===== src/mcd_consts.vh =====
// command codes, status layout and setup constants for the measure decoder
// Operation
// - AD runs four cycles, stores mean
// - AE runs eight cycles, stores mean
// - AF runs sixteen cycles, stores mean
// - B0 selects primary setup, clears status bit1
// - B1 selects alternate setup, sets status bit1
// - BF halts periodic operation, enters sleep
// - Fx returns status and last result
// - every result is a 24-bit word
// - A0 uses selected stored setup word
// - odd raw codes use host setup word
// - A2/A3 auto-zero corrected sensor capture
// - A4/A6 temperature capture, fixed internal setup
// - host temp setup ignores bits 15..12
// - cycle: sensor zero, sensor, temp zero, temp
// - response is status then data word
// - busy until result ready, commands refused
// - raw capture stores unconditioned result
`ifndef MCD_CONSTS_VH
`define MCD_CONSTS_VH
`define MCD_CMD_MEASURE   8'haa
`define MCD_CMD_OVS2      8'hac
`define MCD_CMD_OVS4      8'had
`define MCD_CMD_OVS8      8'hae
`define MCD_CMD_OVS16     8'haf
`define MCD_CMD_SEL_PRI   8'hb0
`define MCD_CMD_SEL_ALT   8'hb1
`define MCD_CMD_HALT      8'hbf
`define MCD_CMD_RAW_HI    5'h14
`define MCD_CMD_NOP_HI    4'hf
`define MCD_ADDR_PRI      6'h12
`define MCD_ADDR_ALT      6'h16
`define MCD_ST_POWER      6
`define MCD_ST_BUSY       5
`define MCD_ST_CFG        1
`define MCD_CFG_RESET     1'b0
`define MCD_TEMP_MASK     16'h0fff
`define MCD_PH_SZERO      2'h0
`define MCD_PH_SCONV      2'h1
`define MCD_PH_TZERO      2'h2
`define MCD_PH_TCONV      2'h3
`endif


===== src/mcd_avg.v =====
// accumulator that forms truncated means of sensor and temperature words
`timescale 1ns/1ps
module mcd_avg #(
    parameter W    = 24,
    parameter SUMW = 28
) (
    // clock and reset
    input  wire            sys_clk,
    input  wire            reset_n,
    // control
    input  wire            clear,
    input  wire            addEn,
    input  wire [2:0]      shift,
    // samples
    input  wire [W-1:0]    sensorIn,
    input  wire [W-1:0]    tempIn,
    // means
    output wire [W-1:0]    meanSensor,
    output wire [W-1:0]    meanTemp
);
    reg  [SUMW-1:0] sumSensor;
    reg  [SUMW-1:0] sumTemp;
    wire [SUMW-1:0] shSensor;
    wire [SUMW-1:0] shTemp;

    always @(posedge sys_clk) begin
        if (!reset_n || clear) begin
            sumSensor <= {SUMW{1'b0}};
            sumTemp   <= {SUMW{1'b0}};
        end else if (addEn) begin
            sumSensor <= sumSensor + {{(SUMW-W){1'b0}}, sensorIn};
            sumTemp   <= sumTemp + {{(SUMW-W){1'b0}}, tempIn};
        end
    end

    assign shSensor   = sumSensor >> shift;
    assign shTemp     = sumTemp >> shift;
    assign meanSensor = shSensor[W-1:0];
    assign meanTemp   = shTemp[W-1:0];
endmodule


===== src/mcd_decoder.v =====
// command interpreter for measurement, setup select, halt and raw capture
`timescale 1ns/1ps
`include "mcd_consts.vh"
module mcd_decoder #(
    parameter W          = 24,
    parameter TEMP_SETUP = 16'h0000
) (
    // clock and reset
    input  wire          sys_clk,
    input  wire          reset_n,
    // command from the serial front end
    input  wire          cmdValid,
    input  wire [7:0]    cmdByte,
    input  wire [15:0]   cmdData,
    output wire          cmdReady,
    // stored setup words
    input  wire [15:0]   sensorSetupPrimary,
    input  wire [15:0]   sensorSetupAlternate,
    // other status sources
    input  wire [1:0]    modeStatus,
    input  wire          memError,
    // analog front end
    output reg           afeStart,
    output reg  [1:0]    afePhase,
    output reg  [15:0]   afeSetup,
    input  wire          afeDone,
    input  wire [W-1:0]  afeResult,
    // correction math
    output reg           calcStart,
    input  wire          calcDone,
    input  wire [W-1:0]  calcSensor,
    input  wire [W-1:0]  calcTemp,
    input  wire          calcSat,
    // power and cyclic control
    output reg           haltPeriodic,
    output reg           sleepMode,
    // response
    output wire [7:0]    statusByte,
    output reg  [W-1:0]  outSensor,
    output reg  [W-1:0]  outTemp,
    output reg           respValid,
    output reg           dataValid
);
    localparam ST_IDLE  = 2'h0;
    localparam ST_PHASE = 2'h1;
    localparam ST_WAIT  = 2'h2;
    localparam ST_CALC  = 2'h3;

    reg  [1:0]   state;
    reg          cfgAlt;
    reg          aluSat;
    reg          isRaw;
    reg          rawZero;
    reg  [1:0]   lastPhase;
    reg  [15:0]  hostSetup;
    reg          useHost;
    reg  [4:0]   runsLeft;
    reg  [2:0]   avgShift;
    reg  [W-1:0] zeroVal;
    reg          avgClear;
    reg          avgAdd;
    wire [W-1:0] meanSensor;
    wire [W-1:0] meanTemp;
    wire         take;
    wire         isNop;
    wire         isRawCmd;
    reg  [4:0]   ovsRuns;
    reg  [2:0]   ovsShift;
    wire [15:0]  selSetup;
    wire [15:0]  tempSetup;
    wire         addNow;

    assign cmdReady = (state == ST_IDLE);
    assign take     = cmdValid && cmdReady;
    assign isNop    = (cmdByte[7:4] == `MCD_CMD_NOP_HI);
    assign isRawCmd = (cmdByte[7:3] == `MCD_CMD_RAW_HI);

    assign statusByte = {1'b0, 1'b1, ~cmdReady, modeStatus, memError,
                         cfgAlt, aluSat};

    assign selSetup  = cfgAlt ? sensorSetupAlternate : sensorSetupPrimary;
    assign tempSetup = useHost ? (hostSetup & `MCD_TEMP_MASK) : TEMP_SETUP;
    // correction words only hold with the done pulse, so add right then
    assign addNow    = (state == ST_CALC) && calcDone;

    always @* begin
        case (cmdByte)
            `MCD_CMD_OVS2: begin
                ovsRuns  = 5'h02;
                ovsShift = 3'h1;
            end
            `MCD_CMD_OVS4: begin
                ovsRuns  = 5'h04;
                ovsShift = 3'h2;
            end
            `MCD_CMD_OVS8: begin
                ovsRuns  = 5'h08;
                ovsShift = 3'h3;
            end
            `MCD_CMD_OVS16: begin
                ovsRuns  = 5'h10;
                ovsShift = 3'h4;
            end
            default: begin
                ovsRuns  = 5'h01;
                ovsShift = 3'h0;
            end
        endcase
    end

    mcd_avg #(
        .W    (W),
        .SUMW (W + 4)
    ) u_avg (
        .sys_clk    (sys_clk),
        .reset_n    (reset_n),
        .clear      (avgClear),
        .addEn      (addNow),
        .shift      (avgShift),
        .sensorIn   (calcSensor),
        .tempIn     (calcTemp),
        .meanSensor (meanSensor),
        .meanTemp   (meanTemp)
    );

    always @(posedge sys_clk) begin
        if (!reset_n) begin
            state        <= ST_IDLE;
            cfgAlt       <= `MCD_CFG_RESET;
            aluSat       <= 1'b0;
            isRaw        <= 1'b0;
            rawZero      <= 1'b0;
            lastPhase    <= `MCD_PH_SZERO;
            hostSetup    <= 16'h0000;
            useHost      <= 1'b0;
            runsLeft     <= 5'h00;
            avgShift     <= 3'h0;
            zeroVal      <= {W{1'b0}};
            avgClear     <= 1'b0;
            avgAdd       <= 1'b0;
            afeStart     <= 1'b0;
            afePhase     <= `MCD_PH_SZERO;
            afeSetup     <= 16'h0000;
            calcStart    <= 1'b0;
            haltPeriodic <= 1'b0;
            sleepMode    <= 1'b0;
            outSensor    <= {W{1'b0}};
            outTemp      <= {W{1'b0}};
            respValid    <= 1'b0;
            dataValid    <= 1'b0;
        end else begin
            afeStart     <= 1'b0;
            calcStart    <= 1'b0;
            haltPeriodic <= 1'b0;
            respValid    <= 1'b0;
            avgClear     <= 1'b0;
            avgAdd       <= 1'b0;
            case (state)
                ST_IDLE: begin
                    if (take) begin
                        if (isNop) begin
                            respValid <= 1'b1;
                        end else begin
                            // other commands invalidate old data
                            dataValid <= 1'b0;
                            aluSat    <= 1'b0;
                            if (cmdByte == `MCD_CMD_SEL_PRI) begin
                                cfgAlt <= 1'b0;
                            end else if (cmdByte == `MCD_CMD_SEL_ALT) begin
                                cfgAlt <= 1'b1;
                            end else if (cmdByte == `MCD_CMD_HALT) begin
                                haltPeriodic <= 1'b1;
                                sleepMode    <= 1'b1;
                            end else if (isRawCmd) begin
                                useHost   <= cmdByte[0];
                                hostSetup <= cmdByte[0] ? cmdData : selSetup;
                                isRaw     <= 1'b1;
                                rawZero   <= cmdByte[1];
                                afePhase  <= {cmdByte[2], ~cmdByte[1]};
                                lastPhase <= {cmdByte[2], 1'b1};
                                runsLeft  <= 5'h01;
                                sleepMode <= 1'b0;
                                state     <= ST_PHASE;
                            end else if (cmdByte == `MCD_CMD_MEASURE ||
                                         cmdByte[7:2] == 6'h2b) begin
                                // AA and AC..AF: full averaged cycles
                                useHost   <= 1'b0;
                                hostSetup <= selSetup;
                                isRaw     <= 1'b0;
                                afePhase  <= `MCD_PH_SZERO;
                                lastPhase <= `MCD_PH_TCONV;
                                runsLeft  <= ovsRuns;
                                avgShift  <= ovsShift;
                                avgClear  <= 1'b1;
                                sleepMode <= 1'b0;
                                state     <= ST_PHASE;
                            end
                        end
                    end
                end
                ST_PHASE: begin
                    afeStart <= 1'b1;
                    afeSetup <= afePhase[1] ? tempSetup : hostSetup;
                    state    <= ST_WAIT;
                end
                ST_WAIT: begin
                    if (afeDone) begin
                        if (afePhase != lastPhase) begin
                            zeroVal  <= afeResult;
                            afePhase <= afePhase + 2'h1;
                            state    <= ST_PHASE;
                        end else if (isRaw) begin
                            outSensor <= rawZero ? afeResult - zeroVal
                                                 : afeResult;
                            outTemp   <= {W{1'b0}};
                            dataValid <= 1'b1;
                            respValid <= 1'b1;
                            state     <= ST_IDLE;
                        end else begin
                            calcStart <= 1'b1;
                            state     <= ST_CALC;
                        end
                    end
                end
                default: begin
                    if (calcDone) begin
                        avgAdd <= 1'b1;
                        aluSat <= aluSat | calcSat;
                        runsLeft <= runsLeft - 5'h01;
                        if (runsLeft != 5'h01) begin
                            afePhase <= `MCD_PH_SZERO;
                            state    <= ST_PHASE;
                        end else begin
                            // the last add already landed with this done pulse; output still waits one cycle for avgAdd to clear
                            runsLeft <= 5'h00;
                        end
                    end else if (runsLeft == 5'h00 && !avgAdd) begin
                        outSensor <= meanSensor;
                        outTemp   <= meanTemp;
                        dataValid <= 1'b1;
                        respValid <= 1'b1;
                        state     <= ST_IDLE;
                    end
                end
            endcase
        end
    end
endmodule


===== config.mk =====
export PLATFORM = sky130hd
export DESIGN_NAME = mcd_decoder
export DESIGN_NICKNAME = d
export VERILOG_FILES = /design/src/mcd_avg.v /design/src/mcd_decoder.v
export VERILOG_INCLUDE_DIRS = /design/src
export SDC_FILE = /design/constraint.sdc
export NUM_CORES = 1
export LEC_CHECK = 0
export BUFFER_PORTS_ARGS = -buffer_cell sky130_fd_sc_hd__buf_4
export CORE_ASPECT_RATIO = 1.4
export CORE_MARGIN = 1
export CORE_UTILIZATION = 45
export DETAILED_ROUTE_END_ITERATION = 10
export PLACE_DENSITY = 0.66
export SYNTH_ARGS = -nofsm -noshare
export SYNTH_HDL_FRONTEND = slang
export SYNTH_SLANG_ARGS = --single-unit

===== constraint.sdc =====
create_clock -name sys_clk -period 3 [get_ports sys_clk]
set_input_delay 0.3 -clock sys_clk [delete_from_list [all_inputs] [get_ports sys_clk]]
set_output_delay 0.3 -clock sys_clk [all_outputs]
set_load 0.02 [all_outputs]

* Word-level counts from Yosys, hierarchy flattened
Index checks and enable logic that the tools add are counted.
Storage, ports and cells: bits in writable memories 0, bits in read-only memories 0, latch bits 0, output and inout bits 81, memories 0, register bits 187, logic and storage cells 201
Operators by class: shift-type cells 2, multipliers 0, bitwise logic cells 15, multiplexer cells 89, equal/unequal tests 29, order comparisons 0, add/sub/neg operators 5, reductions and logical operators 36, divide/modulo/power cells 0
Operators by type and width (number):
- $mux W24 | 11
- $pmux W24 S2 | 2
- $mux W16 | 5
- $eq A8 B8 Y1 const B | 8
- $add A28 B24 Y28 | 2
- $shr A28 B3 Y24 | 2
- $mux W2 | 26
- $mux W5 | 9
- $mux W1 | 27
- $reduce_and A8 Y1 | 3
- $sub A24 B24 Y24 | 1
- $pmux W5 S4 | 1
- $ne A2 B2 Y1 const B | 8
- $not A1 Y1 | 14
- $reduce_and A7 Y1 | 2
- $mux W12 | 1
- $pmux W2 S3 | 2
- $pmux W3 S4 | 1
- $reduce_and A6 Y1 | 2
- $reduce_bool A3 Y1 | 4
- $reduce_and A11 Y1 | 1
- $pmux W5 S2 | 1
- $reduce_and A9 Y1 | 1
- $reduce_and A4 Y1 | 2
- 28 further kinds | 40

* Logic depth before layout (Yosys ltp)
depth in word-level cells 10, gate-level depth with buffers 13, depth with buffers taken out 12

* By module
A second synthesis with hierarchy kept.
Second synthesis, totals: cells, all modules 1752, area, all modules 13656.8 um^2
Modules (own cells, without submodules):
- mcd_decoder | cells an instance 960, instances 1, seq. area each 2622.5 um^2, area an instance 7373.3 um^2
- mcd_avg | cells an instance 792, instances 1, seq. area each 1121.1 um^2, area an instance 6283.5 um^2

* Least setup slack after synthesis
Ideal clock, no wire load.
kind input-to-reg, start in afeResult[0], end reg outSensor[22], arrival 2.639 ns, slack 0.290 ns, buffers on the path 0, stages on the path 12, data required time 2.930 ns, cell sequence inv_1 -> ha_1 -> inv_1 -> fa_1 -> a211oi_1 -> nor4_1 -> or4_4 -> nand4_1 -> a21oi_1 -> o22ai_1 -> mux2_2 -> a21oi_1
On the way: longest elaborated chain between the ends 6
RTL lines:
- start, declared | RTL line mcd_decoder.v:27 | input wire [W-1:0] afeResult,
- $sub A24 B24 Y24 | RTL line mcd_decoder.v:213 | outSensor <= rawZero ? afeResult - zeroVal
- $mux W24 | RTL line mcd_decoder.v:213
- $mux W24 | RTL line mcd_decoder.v:212 | end else if (isRaw) begin
- $mux W24 | RTL line mcd_decoder.v:208 | if (afePhase != lastPhase) begin
- $mux W24 | RTL line mcd_decoder.v:207 | if (afeDone) begin
- $pmux W24 S2 | RTL line mcd_decoder.v:158 | case (state)
- end signal, assigned | RTL line mcd_decoder.v:147 | outSensor <= {W{1'b0}};
- end signal, assigned | RTL line mcd_decoder.v:213
- end signal, assigned | RTL line mcd_decoder.v:238 | outSensor <= meanSensor;
- end, declared | RTL line mcd_decoder.v:39 | output reg [W-1:0] outSensor,
Every way passes these cells. The select of a mux whose other input is x is not followed. A chain may end at the register's enable or synchronous reset.

* Final worst setup path
start reg zeroVal[0], end reg outSensor[14]
On the way: longest elaborated chain between the ends 6
RTL lines:
- start, declared | RTL line mcd_decoder.v:59 | reg [W-1:0] zeroVal;
- start signal, assigned | RTL line mcd_decoder.v:138 | zeroVal <= {W{1'b0}};
- start signal, assigned | RTL line mcd_decoder.v:209 | zeroVal <= afeResult;
- $sub A24 B24 Y24 | RTL line mcd_decoder.v:213
- $mux W24 | RTL line mcd_decoder.v:213
- $mux W24 | RTL line mcd_decoder.v:212
- $mux W24 | RTL line mcd_decoder.v:208
- $mux W24 | RTL line mcd_decoder.v:207
- $pmux W24 S2 | RTL line mcd_decoder.v:158
Every way passes these cells. The select of a mux whose other input is x is not followed.

==> qor.csv <==
stage;metric;value;unit
sta;final setup fails;0;
cells_and_area;share of cells above drive strength 1;17.7;%
worst_setup_path;Worst Path Arrival;3140;ps
synthesis;top cell type's share of synthesized area;28.4;%
detailed_routing;DR vias/cell;5.77;
sta;Slew @ Worst Pin;989;ps
clocking;clk slew on worst S/H paths;70;ps
clocking;clk_lat worst skew;470;ps
synthesis;post-synthesis sequential area ratio;28.4;%
sta;final hold violation count;0;
worst_setup_path;CP startpoint;zeroVal[0]$_SDFFE_PN0P_;
worst_hold_path;worst hold path class;primary input to register;
floorplan;core area;28600;µm²
sta;final worst path period need;2820;ps
synthesis;Mean Syn Cell Area;7.94;µm²
synthesis;mapped cell area;13200;µm²
synthesis;FF+latch count, synth;187;
floorplan;die outline width;147;µm
synthesis;Top FF cell, synth;dfxtp_1;
worst_setup_path;CP Class;register to register;
detailed_routing;Total Wirelength;37900;µm
job;Max Cap Viol;0;
floorplan;die area;30000;µm²
placed_design;post-place setup slack;1.95;ps
floorplan;Starting Density;46.1;%
clocking;clock buffer depth;2;
worst_setup_path;r2r setup slk;180;ps
sta;clock skew;10.6;ps
detailed_routing;via count;12700;
global_route;Remaining Overflow, GRT;0;
detailed_routing;Pre-antenna DRT Iters;5;
sta;Pins Over Slew Limit;0;
synthesis;cell count after synthesis;1660;
sta;worst setup margin;179;ps
worst_setup_path;Reg-to-Reg Start;zeroVal[0]$_SDFFE_PN0P_;
floorplan;# rows;73;
clocking;TritonCTS clock tree;built;
global_route;Total GRT Usage;25.2;%
worst_setup_path;R2R cell count;11;
detailed_routing;Detailed Route Iter0 Violations;747;
worst_setup_path;crit path launch type;register;
cells_and_area;Layout area overhead;18.3;%
placed_design;final RePlAce weighted congestion;0.911;
detailed_routing;post-route ant nets;0;
detailed_routing;# DRC;0;
placed_design;placed cells;2176;
placed_design;port buffer count;209;
worst_setup_path;crit path to;outSensor[14]$_SDFFE_PN0P_;
placed_design;HPWL Detailed;28500;µm
sta;fmax;355;MHz
synthesis;EDFF count, synth;0;
global_route;vias in the first global route;12000;
cells_and_area;Ant. Diodes;0;
worst_setup_path;R2R Path End;outSensor[14]$_SDFFE_PN0P_;
pwr;Power Dens Cells;378;nW/µm²
clocking;CTS buffer count;17;
synthesis;Yosys Warn Count;0;
sta;total negative setup slack;0;ps
worst_setup_path;Worst setup EP type;register;
clocking;Setup Buffers After CTS;0;
outcome;status;finished, final reports clean;
clocking;CTS root buf;clkbuf_16;
synthesis;post-synth top area cell;dfxtp_1;
global_route;initial antenna violation count;0;
pwr;Leak;6.42;nW
sta;Slew headroom;34.0;%
synthesis;post-synth cell types;82;
cells_and_area;final cell count without fillers;2208;
clocking;H-Tree Depth;4;
cells_and_area;Fillers;2777;
floorplan;Die H;204;µm
global_route;largest net degree at the start of global routing;124;
floorplan;Ports;218;
synthesis;Syn Nets;1879;
synthesis;top post-synthesis cells by area;dfxtp_1, mux2i_1, ha_1;
global_route;first-pass GRT wire length;60700;µm
cells_and_area;most used cells in the layout excluding fill and tap cells;buf_4, nor2_1, a21oi_1;
synthesis;ys async rst share;0;%
pwr;VDD IR max;243;µV
detailed_routing;detailed-route wire length per cell;17.2;µm
cells_and_area;most common cell after layout, fill and taps aside;buf_4;
clocking;CTS sink count;187;
worst_setup_path;worst endpoint required time;3320;ps
worst_setup_path;CP Max Fanout;4;
sta;final clock period utilization by the worst path;94.0;%
cells_and_area;Final nets;2039;
sta;RSZ-0062 raised after global routing;no;
power breakdown:
part / switching (mW) / internal [mW]
Clock: 1.05 / 1.20
Sequential: 0.0333 / 2.52
Combinational: 0.655 / 0.437
Total: 1.74 / 4.15
registers in the layout (all words and copies together), names as in the netlist, 3 cells and up:
signal	flops
zeroVal	24
u_avg.sumTemp	28
outTemp	24
u_avg.sumSensor	28
hostSetup	16
runsLeft	5
avgShift	3
afeSetup	16
outSensor	24
synthesized netlist by cell type (10+ instances only):
| cell type | number |
|---|---|
| nor2_1 | 211 |
| a21oi_1 | 192 |
| dfxtp_1 | 187 |
| mux2i_1 | 133 |
| nand2_1 | 123 |
| ha_1 | 79 |
| clkbuf_1 | 63 |
| o21ai_0 | 60 |
| a211oi_1 | 59 |
| nor3_1 | 55 |
| inv_1 | 52 |
| nand3_1 | 42 |
| a21o_1 | 30 |
| nor2b_1 | 25 |
| xnor2_1 | 25 |
| and3_1 | 18 |
| and2_1 | 17 |
| a31oi_1 | 15 |
| nand4_1 | 14 |
| or3_1 | 14 |
| xor2_1 | 14 |
| buf_2 | 13 |
| mux2_2 | 13 |
| nand2b_1 | 12 |
| buf_1 | 10 |
| mux4_2 | 10 |
| o211ai_1 | 10 |
| o21bai_1 | 10 |
worst max-delay path, stage by stage (launching register included):
cell and delay, ps:
dfxtp_1 340, ha_2 180, inv_1 50, fa_1 400, a211oi_2 230, nor4_1 110, or4_4 570, a31o_1 240
a21oi_2 150, nor3_1 60, o31ai_1 260, a21oi_1 90
stage by stage:
stage | cell area, µm² | util, % | hold WS, ps | power (mW)
6_report | 15600 | 54.5 | 90.8 | 5.89
5_1_grt | 15600 | 54.5 | 98.5 | 6.15
4_1_cts | 15600 | 54.5 | 80.9 | 5.93
3_5_place_dp | 15000 | 52.5 | 448 | 3.69
3_3_place_gp | 15000 | 52.5 | 441 | 3.68
2_1_floorplan | 13200 | - | 418 | 3.31
layer usage:
| layer | wire length [µm] | track usage, % | vias up | share of wire, % |
|---|---|---|---|---|
| met1 | 16700 | 31.5 | 5985 | 44 |
| met2 | 18200 | 42.9 | 340 | 48 |
| met3 | 1820 | 3.86 | 64 | 4.8 |
| met5 | 0 | 0 | - | 0 |
| li1 | - | - | 6345 | - |
| met4 | 1100 | 10.3 | 0 | 2.9 |
what timing repair did:
action | in CTS | in global routing
hold buffers | 0 | 0
gates resized for setup | 0 | 2
setup endpoints to repair | 0 | 3
how the worst min path moves through the flow:
stage | startpoint | endpoint | cells after the start
floorplan | afeDone | calcStart$_SDFF_PP0_ | 2
global placement | lastPhase[1]$_SDFFE_PN0P_ | lastPhase[1]$_SDFFE_PN0P_ | 2
detailed placement | outSensor[7]$_SDFFE_PN0P_ | outSensor[7]$_SDFFE_PN0P_ | 2
CTS | afeResult[15] | zeroVal[15]$_SDFFE_PN0P_ | 3
global route | afeResult[15] | zeroVal[15]$_SDFFE_PN0P_ | 3
finish | afeResult[15] | zeroVal[15]$_SDFFE_PN0P_ | 3
area by class of cell:
| cell class | count | area [µm²] | area share, % |
|---|---|---|---|
| multi-input cells | 1315 | 8730 | 56.0 |
| flip-flops and latches | 187 | 3740 | 24.0 |
| repair buffers | 244 | 1870 | 12.0 |
| well taps | 375 | 469 | 3.01 |
| clock buffers | 21 | 460 | 2.95 |
| inverters | 55 | 208 | 1.33 |
| clock inverters | 11 | 108 | 0.690 |
logic make-up (layout without fill, tap and decap cells):
family	Yosys count	count (layout)	synth area share, %
compound gates	466	466	22.4
xor+xnor	39	39	2.59
fa+ha+maj	82	82	7.96
buf+inv	158	331	5.44
flops	187	187	28.4
mux	156	156	12.9
other cells	2	2	0.0570
simple gates	570	570	20.2
Note: power is estimated with default switching activity, not from simulation.
